## src/wdt_pkg.sv

```systemverilog
package wdt_pkg;
  localparam int unsigned APB_AW = 32;
  localparam int unsigned APB_DW = 32;
  localparam logic [31:0] MODE_CONFIG_ADDR = 32'hfffff6d0;
  localparam logic [31:0] KICK_ADDR = 32'hfffff6d4;
  localparam logic [31:0] KICK_BIT_ADDR = 32'hfffff6d8;
  localparam logic [7:0] MODE_CONFIG_RESET = 8'h67;
  localparam logic [7:0] KICK_CODE = 8'hac;
  localparam logic [7:0] KICK_READ_IDLE = 8'h1a;
  localparam logic [7:0] KICK_READ_RUN = 8'h9a;
  localparam logic [7:0] MODE_RSVD_MASK = 8'h98;
  localparam int unsigned MODE_HI_POS = 6;
  localparam int unsigned MODE_LO_POS = 5;
  localparam int unsigned INTERVAL_MSB = 2;
  localparam int unsigned INTERVAL_LSB = 0;
  localparam int unsigned INTERVAL_W = 3;
  localparam int unsigned COUNT_W = 16;
  localparam int unsigned PRESCALE_LOG2 = 9;
  localparam int unsigned INTERVAL_BASE_LOG2 = 9;
  localparam int unsigned NMI_WIDTH_LOG2 = 7;
  localparam int unsigned NMI_WIDTH_CYCLES = 1 << NMI_WIDTH_LOG2;
  localparam logic [3:0] BYTE0_STRB = 4'h1;

  typedef enum logic [1:0] {
    act_none,
    act_nmi,
    act_reset
  } action_t;
endpackage

```

## src/wdt_count_if.sv

```systemverilog
`timescale 1ns/1ps
`default_nettype none
interface wdt_count_if;
  import wdt_pkg::*;
  logic run;
  logic clear;
  logic hold;
  logic [INTERVAL_W-1:0] interval;
  logic overflow;

  modport ctrl (
    output run,
    output clear,
    output hold,
    output interval,
    input overflow
  );
  modport counter (
    input run,
    input clear,
    input hold,
    input interval,
    output overflow
  );
endinterface
`default_nettype wire

```

## src/wdt_counter.sv

```systemverilog
`timescale 1ns/1ps
`default_nettype none
module wdt_counter #(
  parameter int unsigned PRESCALE_W = wdt_pkg::PRESCALE_LOG2,
  parameter int unsigned CNT_W = wdt_pkg::COUNT_W
) (
  input wire logic clock_i,
  input wire logic rstn_i,
  wdt_count_if.counter cnt
);
  import wdt_pkg::*;

  logic [PRESCALE_W-1:0] prescale;
  logic [CNT_W-1:0] count;
  logic tick;
  logic [CNT_W-1:0] limit;

  // one enable pulse every 2^9 peripheral clocks
  always_ff @(posedge clock_i or negedge rstn_i) begin
    if (!rstn_i) begin
      prescale <= '0;
    end else if (!cnt.run || cnt.clear || cnt.hold) begin
      prescale <= '0;
    end else begin
      prescale <= prescale + 1'b1;
    end
  end

  assign tick = cnt.run && !cnt.clear && !cnt.hold && (&prescale);

  // interval n spans 2^(9+n) ticks of the watchdog clock
  always_comb begin
    limit = '0;
    for (int i = 0; i < CNT_W; i++) begin
      if (i < int'(cnt.interval) + int'(INTERVAL_BASE_LOG2)) begin
        limit[i] = 1'b1;
      end
    end
  end

  always_ff @(posedge clock_i or negedge rstn_i) begin
    if (!rstn_i) begin
      count <= '0;
    end else if (cnt.clear || cnt.hold) begin
      count <= '0;
    end else if (tick) begin
      if (count == limit) begin
        count <= '0;
      end else begin
        count <= count + 1'b1;
      end
    end
  end

  assign cnt.overflow = tick && (count == limit);
endmodule
`default_nettype wire

```

## src/wdt_top.sv

```systemverilog
// Our own choice: register access over APB.
`timescale 1ns/1ps
`default_nettype none
module wdt_top (
  input wire logic clock_i,
  input wire logic rstn_i,
  input wire logic psel_i,
  input wire logic penable_i,
  input wire logic pwrite_i,
  input wire logic [wdt_pkg::APB_AW-1:0] paddr_i,
  input wire logic [wdt_pkg::APB_DW-1:0] pwdata_i,
  input wire logic [3:0] pstrb_i,
  output logic pready_o,
  output logic [wdt_pkg::APB_DW-1:0] prdata_o,
  output logic pslverr_o,
  output logic overflow_nmi_request_o,
  output logic overflow_internal_reset_o
);
  import wdt_pkg::*;

  wdt_count_if cnt_if ();

  logic [7:0] watchdog_mode_config;
  logic [1:0] mode_writes;
  logic running;
  logic nmi_active;
  logic [NMI_WIDTH_LOG2-1:0] nmi_count;
  logic reset_latched;

  logic access;
  logic wr;
  logic hit_mode;
  logic hit_kick;
  logic hit_bit;
  logic mapped;
  logic byte_ok;
  logic mode_wr;
  logic kick_wr;
  logic kick_good;
  logic kick_bad;
  logic mode_second;
  logic bit_access;
  logic fire;
  logic next_running;
  action_t action;

  function automatic action_t decode_action(input logic [7:0] cfg);
    if (cfg[MODE_HI_POS]) begin
      decode_action = act_reset;
    end else if (cfg[MODE_LO_POS]) begin
      decode_action = act_nmi;
    end else begin
      decode_action = act_none;
    end
  endfunction

  assign access = psel_i && penable_i;
  assign wr = access && pwrite_i;
  assign hit_mode = (paddr_i == MODE_CONFIG_ADDR);
  assign hit_kick = (paddr_i == KICK_ADDR);
  assign hit_bit = (paddr_i == KICK_BIT_ADDR);
  assign mapped = hit_mode || hit_kick || hit_bit;
  assign byte_ok = (pstrb_i == BYTE0_STRB);

  // zero wait states: every access completes in its first access cycle
  assign pready_o = psel_i && penable_i;

  always_comb begin
    pslverr_o = 1'b0;
    if (access) begin
      if (!mapped) begin
        pslverr_o = 1'b1;
      end else if (pwrite_i && !hit_bit && !byte_ok) begin
        pslverr_o = 1'b1;
      end
    end
  end

  assign mode_wr = wr && hit_mode && byte_ok;
  assign kick_wr = wr && hit_kick && byte_ok;
  assign kick_good = kick_wr && (pwdata_i[7:0] == KICK_CODE);
  assign kick_bad = kick_wr && (pwdata_i[7:0] != KICK_CODE) && running;
  assign mode_second = mode_wr && (mode_writes == 2'd1) && running;
  assign bit_access = access && hit_bit;

  assign action = decode_action(watchdog_mode_config);

  // the bus cannot express single-bit accesses, so they use an alias word
  assign fire = (cnt_if.overflow && running) || kick_bad || mode_second;

  // write-once mode register; a write count saturates at two
  always_ff @(posedge clock_i or negedge rstn_i) begin
    if (!rstn_i) begin
      watchdog_mode_config <= MODE_CONFIG_RESET;
    end else if (mode_wr && (mode_writes == 2'd0)) begin
      watchdog_mode_config <= pwdata_i[7:0] & ~MODE_RSVD_MASK;
    end
  end

  always_ff @(posedge clock_i or negedge rstn_i) begin
    if (!rstn_i) begin
      mode_writes <= 2'd0;
    end else if (mode_wr && (mode_writes != 2'd2)) begin
      mode_writes <= mode_writes + 2'd1;
    end
  end

  always_comb begin
    next_running = running;
    if (kick_good) begin
      next_running = 1'b1;
    end
  end

  // no path ever clears running apart from reset
  always_ff @(posedge clock_i or negedge rstn_i) begin
    if (!rstn_i) begin
      running <= 1'b0;
    end else begin
      running <= next_running;
    end
  end

  // counter runs only once started with a non-stop mode
  assign cnt_if.run = running && (action != act_none);
  assign cnt_if.clear = kick_good;
  assign cnt_if.hold = nmi_active;
  assign cnt_if.interval = watchdog_mode_config[INTERVAL_MSB:INTERVAL_LSB];

  // nmi stretches 2^7 clocks while the counter waits, then counting resumes
  always_ff @(posedge clock_i or negedge rstn_i) begin
    if (!rstn_i) begin
      nmi_active <= 1'b0;
    end else if (fire && (action == act_nmi) && !nmi_active) begin
      nmi_active <= 1'b1;
    end else if (nmi_active && (&nmi_count)) begin
      nmi_active <= 1'b0;
    end
  end

  always_ff @(posedge clock_i or negedge rstn_i) begin
    if (!rstn_i) begin
      nmi_count <= '0;
    end else if (nmi_active) begin
      nmi_count <= nmi_count + 1'b1;
    end else begin
      nmi_count <= '0;
    end
  end

  // internal reset is held until the system reset pulls rstn_i low
  always_ff @(posedge clock_i or negedge rstn_i) begin
    if (!rstn_i) begin
      reset_latched <= 1'b0;
    end else if (bit_access) begin
      reset_latched <= 1'b1;
    end else if (fire && (action == act_reset)) begin
      reset_latched <= 1'b1;
    end
  end

  assign overflow_nmi_request_o = nmi_active;
  assign overflow_internal_reset_o = reset_latched;

  // read data is loaded in the setup cycle, stands through the access cycle and is zero again after it
  always_ff @(posedge clock_i or negedge rstn_i) begin
    if (!rstn_i) begin
      prdata_o <= '0;
    end else if (psel_i && !penable_i && !pwrite_i) begin
      if (paddr_i == MODE_CONFIG_ADDR) begin
        prdata_o <= {24'h000000, watchdog_mode_config};
      end else if (paddr_i == KICK_ADDR) begin
        prdata_o <= {24'h000000, (running ? KICK_READ_RUN : KICK_READ_IDLE)};
      end else begin
        prdata_o <= '0;
      end
    end else begin
      prdata_o <= '0;
    end
  end

  wdt_counter #(
    .PRESCALE_W(PRESCALE_LOG2),
    .CNT_W(COUNT_W)
  ) u_counter (
    .clock_i(clock_i),
    .rstn_i(rstn_i),
    .cnt(cnt_if.counter)
  );
endmodule
`default_nettype wire

```

## config.mk

```make
export PLATFORM = sky130hd
export DESIGN_NAME = wdt_top
export DESIGN_NICKNAME = d
export VERILOG_FILES = /design/src/wdt_pkg.sv /design/src/wdt_count_if.sv /design/src/wdt_counter.sv /design/src/wdt_top.sv
export SDC_FILE = /design/constraint.sdc
export NUM_CORES = 1
export LEC_CHECK = 0
export BUFFER_PORTS_ARGS = -buffer_cell sky130_fd_sc_hd__buf_2
export CORE_MARGIN = 2
export CORE_UTILIZATION = 51
export CTS_CLUSTER_DIAMETER = 150
export DETAILED_ROUTE_END_ITERATION = 16
export PLACE_DENSITY = 0.82
export SLEW_MARGIN = 20
export SYNTH_ARGS = -nofsm -noshare
export SYNTH_HDL_FRONTEND = slang
export SYNTH_SLANG_ARGS = --single-unit
```

## constraint.sdc

```tcl
create_clock -name clock_i -period 3.4 [get_ports clock_i]
set_input_delay 0 -clock clock_i [delete_from_list [all_inputs] [get_ports clock_i]]
set_output_delay 0 -clock clock_i [all_outputs]
set_load 0.005 [all_outputs]
```

---- After elaboration in Yosys (flattened, before gate mapping) ----
Cells that the tools add are included.
W data, S select, Z words.
storage, ports and cells
  bits in registers ....................... 74
  input port bits ......................... 73
  output and inout port bits .............. 36
  word-level logic and storage cells ...... 124
cells by class
  add/subtract/negate cells ............... 5
  order comparisons ....................... 16
  equality and inequality tests ........... 11
  mux-type cells .......................... 34
  reductions and logical operators ........ 49
operators by type and width
  kind                     number
  $lt A5 B32 Y1 const A    8
  $lt A4 B32 Y1 const A    4
  $eq A32 B32 Y1 const B   3
  $lt A3 B32 Y1 const A    2
  $mux W16                 3
  $lt A1 B32 Y1 const A    1
  $lt A2 B32 Y1 const A    1
  $mux W32                 1
  $logic_and A1 B1 Y1      28
  $mux W1                  24
  $mux W8                  3
  $add A16 B1 Y16 const B  1
  $eq A16 B16 Y1           1
  $add A9 B1 Y9 const B    1
  $mux W9                  1
  $reduce_and A9 Y1        1
  $eq A8 B8 Y1 const B     1
  $ne A8 B8 Y1 const B     1
  $reduce_bool A2 Y1       4
  $add A7 B1 Y7 const B    1
  $logic_not A1 Y1         7
  $logic_or A1 B1 Y1       7
  $mux W7                  1
  $reduce_and A7 Y1        1
  other kinds (8)          9

---- Logic depth before layout (Yosys ltp) ----
  depth after elaboration ................. 16
  depth in mapped cells ................... 10
  depth with buffers taken out ............ 10

---- Cells and area by module ----
Synthesis repeated with hierarchy kept, for this count alone.
second synthesis, totals
  cells, all modules ...................... 356
  area, all modules ....................... 3306.9 µm²
modules (own cells, without submodules)
  module       instances  cells an instance  area an instance (µm²)  sequential area each (µm²)
  wdt_counter  1          220                1875.5                  625.6
  wdt_top      1          136                1431.4                  606.8

---- Least setup slack after synthesis ----
OpenSTA, ideal clock, no wires.
  path kind ............................... register to register
  start point ............................. reg watchdog_mode_config[1]
  end point ............................... reg u_counter.count[1]
  library setup time ...................... 122 ps
  data arrival time ....................... 2722 ps
  data required time ...................... 3278 ps
  slack ................................... 557 ps
  stages on the path, launching flop included .. 10
  path buffers ............................ 1
  clock period less this slack ............ 2843 ps
  path through ............................ dfstp_2 -> ha_1 -> ha_1 -> buf_6 -> or3b_4 -> or3_1 -> a211oi_2 -> nand3_1 -> or2_1 -> a32o_1
on the way
  longest elaborated chain between the ends .. 7
  elaborated cells on any way between the ends .. 37
  classes of those cells .................. add/sub (1); order compare (16); eq/ne (1); mux (19)
ends and longest elaborated chain
  what                                         line               RTL
  from (decl)                                  wdt_top.sv:23      logic [7:0] watchdog_mode_config;
  from (signal assigned)                       wdt_top.sv:96      watchdog_mode_config <= pwdata_i[7:0] & ~MODE_RSVD_MASK;
  $add A3 B4 Y5 (*)                            wdt_counter.sv:35  if (i < int'(cnt.interval) + int'(INTERVAL_BASE_LOG2)) begin
  $lt A1 B32 Y1, or another cell as far along  wdt_counter.sv:35
  $mux W1                                      wdt_counter.sv:35
  $eq A16 B16 Y1 (*)                           wdt_counter.sv:47  if (count == limit) begin
  $mux W16 (*)                                 wdt_counter.sv:47
  $mux W16 (*)                                 wdt_counter.sv:46  end else if (tick) begin
  $mux W16 (*)                                 wdt_counter.sv:44  end else if (cnt.clear || cnt.hold) begin
  to (signal assigned)                         wdt_counter.sv:50  count <= count + 1'b1;
  to (decl)                                    wdt_counter.sv:14  logic [CNT_W-1:0] count;
Mark *: on every way between the ends. The rest lies on a longest branch, timed or not. The select of a mux whose other input is x is not followed.
A chain may end at the register's enable or synchronous reset.

---- Worst setup path in the final report ----
  start point ............................. reg watchdog_mode_config[1]
  end point ............................... reg nmi_active (netlist: overflow_nmi_request_o)
on the way
  longest elaborated chain between the ends .. 11
  elaborated cells on any way between the ends .. 42
  classes of those cells .................. add/sub (1); order compare (16); eq/ne (1); mux (17); reduce/logical (7)
ends and longest elaborated chain
  what                                           line               RTL
  $add A3 B4 Y5 (*)                              wdt_counter.sv:35
  $lt A1 B32 Y1, or another cell as far along    wdt_counter.sv:35
  $mux W1                                        wdt_counter.sv:35
  $eq A16 B16 Y1 (*)                             wdt_counter.sv:55  assign cnt.overflow = tick && (count == limit);
  $logic_and A1 B1 Y1 (*)                        wdt_counter.sv:55
  $logic_and A1 B1 Y1 (*)                        wdt_top.sv:89      assign fire = (cnt_if.overflow && running) || kick_bad || mode_second;
  $logic_or A1 B1 Y1 (*) (2 in a row)            wdt_top.sv:89
  $logic_and A1 B1 Y1 (*) (2 in a row)           wdt_top.sv:134     end else if (fire && (action == act_nmi) && !nmi_active) begin
  $mux W1 or $reduce_bool A2 Y1 (tied branches)  n/a
  to (signal assigned)                           wdt_top.sv:133     nmi_active <= 1'b0;
  to (signal assigned)                           wdt_top.sv:135     nmi_active <= 1'b1;
  to (signal assigned)                           wdt_top.sv:137     nmi_active <= 1'b0;
  to (decl)                                      wdt_top.sv:26      logic nmi_active;
Mark *: on every way between the ends. The rest lies on a longest branch, timed or not.

==> flow_summary.yaml <==
placed_design:
  io_buffers: 60
  routabilityCongestion: 0.940
  place_inst: 457
  dp_hpwl_um: 4980
  dpl_worst_slack_ps: 277
drt:
  drt_iter0_drc: 154
  drcViolationCount: 0
  vias: 2580
  finalWirelength_um: 6570
  vias_per_cell: 5.47
  firstDrtPassIters: 4
  drtAntennaViolNets: 0
  wl_per_cell_um: 13.9
hold_path:
  holdCritStartpoint: "pwrite_i"
  holdPathStages: 4
  holdPathEnd: "prdata_o[4]$_DFF_PN0_"
  min_path_type: "in -> reg"
clocking:
  clk_latency_ps: 310
  cts_tree: "built"
  numClockSinks: 49
  clkTransAtPathRegs_ps: 80
  cts_setup_buffers: 0
  cts_made_buffers: 5
  htree_levels: 2
  cts_buffer_depth: 2
  clockRootBuffer: "clkbuf_8"
timing:
  maxSlewHeadroom_pct: 48.7
  final.setup_skew_ps: 8.39
  rsz0062_at_grt: "false"
  tns_ps: 0
  setup_viol: 0
  maxSlewViolCount: 0
  max_clock_freq_ghz: 0.316
  final_hold_viol_count: 0
  fin_crit_ps: 3170
  whs_ps: 3.63
  setup_ws_ps: 233
  post-route-period-util_pct: 93.2
  worst_pin_slew_ps: 763
global_route:
  grt_max_degree: 42
  globalRouteTotalUtil_pct: 21.3
  grt_pass1_vias: 2457
  grt_pass1_wl_um: 11200
  grt_antenna_before_repair: 0
  overflow: 0
finish:
  area_growth_pct: 13.3
  layout.cells.non_filler: 472
  finish.utilization_pct: 59.8
  insertedDiodeCount: 0
  fin_nets: 479
  drive_gt1_share_pct: 23.4
critical_path:
  r2r_end: "overflow_nmi_request_o$_DFFE_PN0P_"
  worst_ep_required_time_ps: 3610
  worstPathCellList: "ha_1 -> ha_1 -> or3b_4 -> or3_1 -> a211oi_2 -> nand3_2 -> o31a_1 -> o41ai_2"
  r2r_slack_ps: 230
  slowest_stage: "dfstp_2"
  critPathBufInv: 0
  cp_max_fo: 10
  startpoint_type: "flop"
  criticalPathCategory: "reg -> reg"
  crit_arrival_ps: 3370
  critPathTopFamily: "simple AND/OR/NAND/NOR gates"
  critPathCaptureType: "flop"
  slowest_delay_ps: 600
  reg2regPathDepth: 8
  r2r_start: "watchdog_mode_config[1]$_DFFE_PN1P_"
  cpMostUsedCell: "ha_1"
die:
  die_w_um: 82.2
  initial_utilization_pct: 52.7
  coreArea_mm2: 0.00592
  io_pins: 109
  die_y_um: 82.2
  rows: 28
  dieArea_mm2: 0.00676
yosys:
  synth_edf_count: 0
  synth_cells: 331
  ys_seq_elements: 49
  async_flop_share_pct: 100
  syn_area_per_cell_um2: 9.43
  yosysWarnings: 0
  seq_area_frac_synth_pct: 39.5
  netlist_area_mm2: 0.00312
  yosys.cell_types.count: 61
  synth_ff_type: "dfrtp_1"
job:
  drv_cap: 0
power:
  vdd_drop_max_mv: 0.170
  p_leak_nw: 1.59
  power_density_mw_per_mm2: 285
run_status:
  status: "completed"
## registers in the layout (all words and copies together) (netlist names)
signal,count
overflow_internal_reset_o,1
u_counter.count,16
watchdog_mode_config,5
running,1
overflow_nmi_request_o,1
mode_writes,2
prdata_o,7
nmi_count,7
u_counter.prescale,9
## cell usage after synthesis, types with 4 or more instances
cell	n	area, um^2
xnor2_1	16	140
ha_1	10	125
nand4_1	9	56.3
dfrtp_1	44	1100
nand3_1	16	80.1
o211ai_1	5	37.5
o21ai_0	8	40.0
buf_4	27	203
dfstp_2	5	131
a21oi_1	10	50.1
nor4_1	4	25.0
nand2_1	20	75.1
and2_1	7	43.8
and3_1	15	93.8
xor2_1	7	61.3
nor2_1	32	120
clkbuf_1	4	15.0
nand4b_1	4	35.0
mux2_2	5	56.3
nor3_1	4	20.0
nor2b_1	4	25.0
nor4bb_1	4	40.0
or2_2	6	37.5
inv_1	13	48.8
## routing by layer
| layer | vias to the layer above | track usage [%] | routed length [um] |
|---|---|---|---|
| met5 | - | 0 | 0 |
| met4 | 0 | 8.17 | 125 |
| met3 | 11 | 4.57 | 220 |
| met2 | 51 | 36.2 | 3290 |
| met1 | 1257 | 26.5 | 2940 |
| li1 | 1261 | - | - |
## placed cells by master, fill, tap and decap left out, types with 4 or more instances in the layout
cell type / instances
a21oi_1: 10
and2_1: 7
and3_1: 15
buf_2: 60
clkbuf_8: 6
conb_1: 24
dfrtp_1: 44
dfstp_2: 5
dlygate4sd3_1: 7
ha_1: 10
inv_1: 13
mux2_2: 5
nand2_1: 20
nand3_1: 16
nand4_1: 9
nand4b_1: 4
nor2_1: 32
nor2b_1: 4
nor3_1: 4
nor4_1: 4
nor4bb_1: 4
o211ai_1: 5
o21ai_0: 8
or2_2: 6
xnor2_1: 16
xor2_1: 7
## power by group
| group | internal (W) | switching [W] | leakage (nW) |
|---|---|---|---|
| clock | 0.000166 | 0.000187 | 0.0455 |
| combinational | 0.0000333 | 0.0000386 | 0.909 |
| sequential | 0.000582 | 0.00000000000000507 | 0.631 |
| total | 0.000782 | 0.000226 | 1.59 |
## repair_timing
action	CTS	global route
resized for setup	0	0
endpoints found under the hold margin	51	0
setup endpoints to repair	0	0
hold buffers	7	0
## worst max-delay path by stage
stage | start | end | slack, ps | depth (start not counted)
detailed placement | watchdog_mode_config[1]$_DFFE_PN1P_ | overflow_nmi_request_o$_DFFE_PN0P_ | 280 | 8
floorplan | watchdog_mode_config[1]$_DFFE_PN1P_ | u_counter.count[1]$_DFFE_PN0P_ | 560 | 9
global route | watchdog_mode_config[1]$_DFFE_PN1P_ | overflow_nmi_request_o$_DFFE_PN0P_ | 70 | 8
global placement | watchdog_mode_config[1]$_DFFE_PN1P_ | overflow_nmi_request_o$_DFFE_PN0P_ | 400 | 8
finish | watchdog_mode_config[1]$_DFFE_PN1P_ | overflow_nmi_request_o$_DFFE_PN0P_ | 230 | 8
CTS | watchdog_mode_config[1]$_DFFE_PN1P_ | overflow_nmi_request_o$_DFFE_PN0P_ | 250 | 8
## cells by family after synthesis
family,Yosys count,share of synthesized area (%)
AND/OR/NAND/NOR,149,27.9
flip-flops,49,39.5
AO/OA/AOI/OAI,47,11.1
buffers and inverters,47,9.22
XOR/XNOR,23,6.45
adder cells (fa/ha/maj),10,4.01
multiplexers,5,1.80
other,1,0.120
## area by class of cell
class,count,area [um^2]
multi-input combinational,258,1690
inverter,13,48.8
clock buffer,8,90.1
tap,75,93.8
fill,515,2380
sequential,49,1230
timing repair buffer,69,385
## worst reg2reg max path, cell delays in order, from the launching register on
cell and delay (ps):
dfstp_2 600, ha_1 320, ha_1 400, or3b_4 450, or3_1 330, a211oi_2 300, nand3_2 170, o31a_1 310
o41ai_2 190
## per-stage QoR
step / area [um^2] / power [W]
2_1_floorplan: 3210 / 0.000631
3_3_place_gp: 3380 / 0.000658
3_5_place_dp: 3380 / 0.000659
4_1_cts: 3540 / 0.00102
5_1_grt: 3540 / 0.00105
6_report: 3540 / 0.00101
Note: power is estimated with default switching activity, not from simulation.
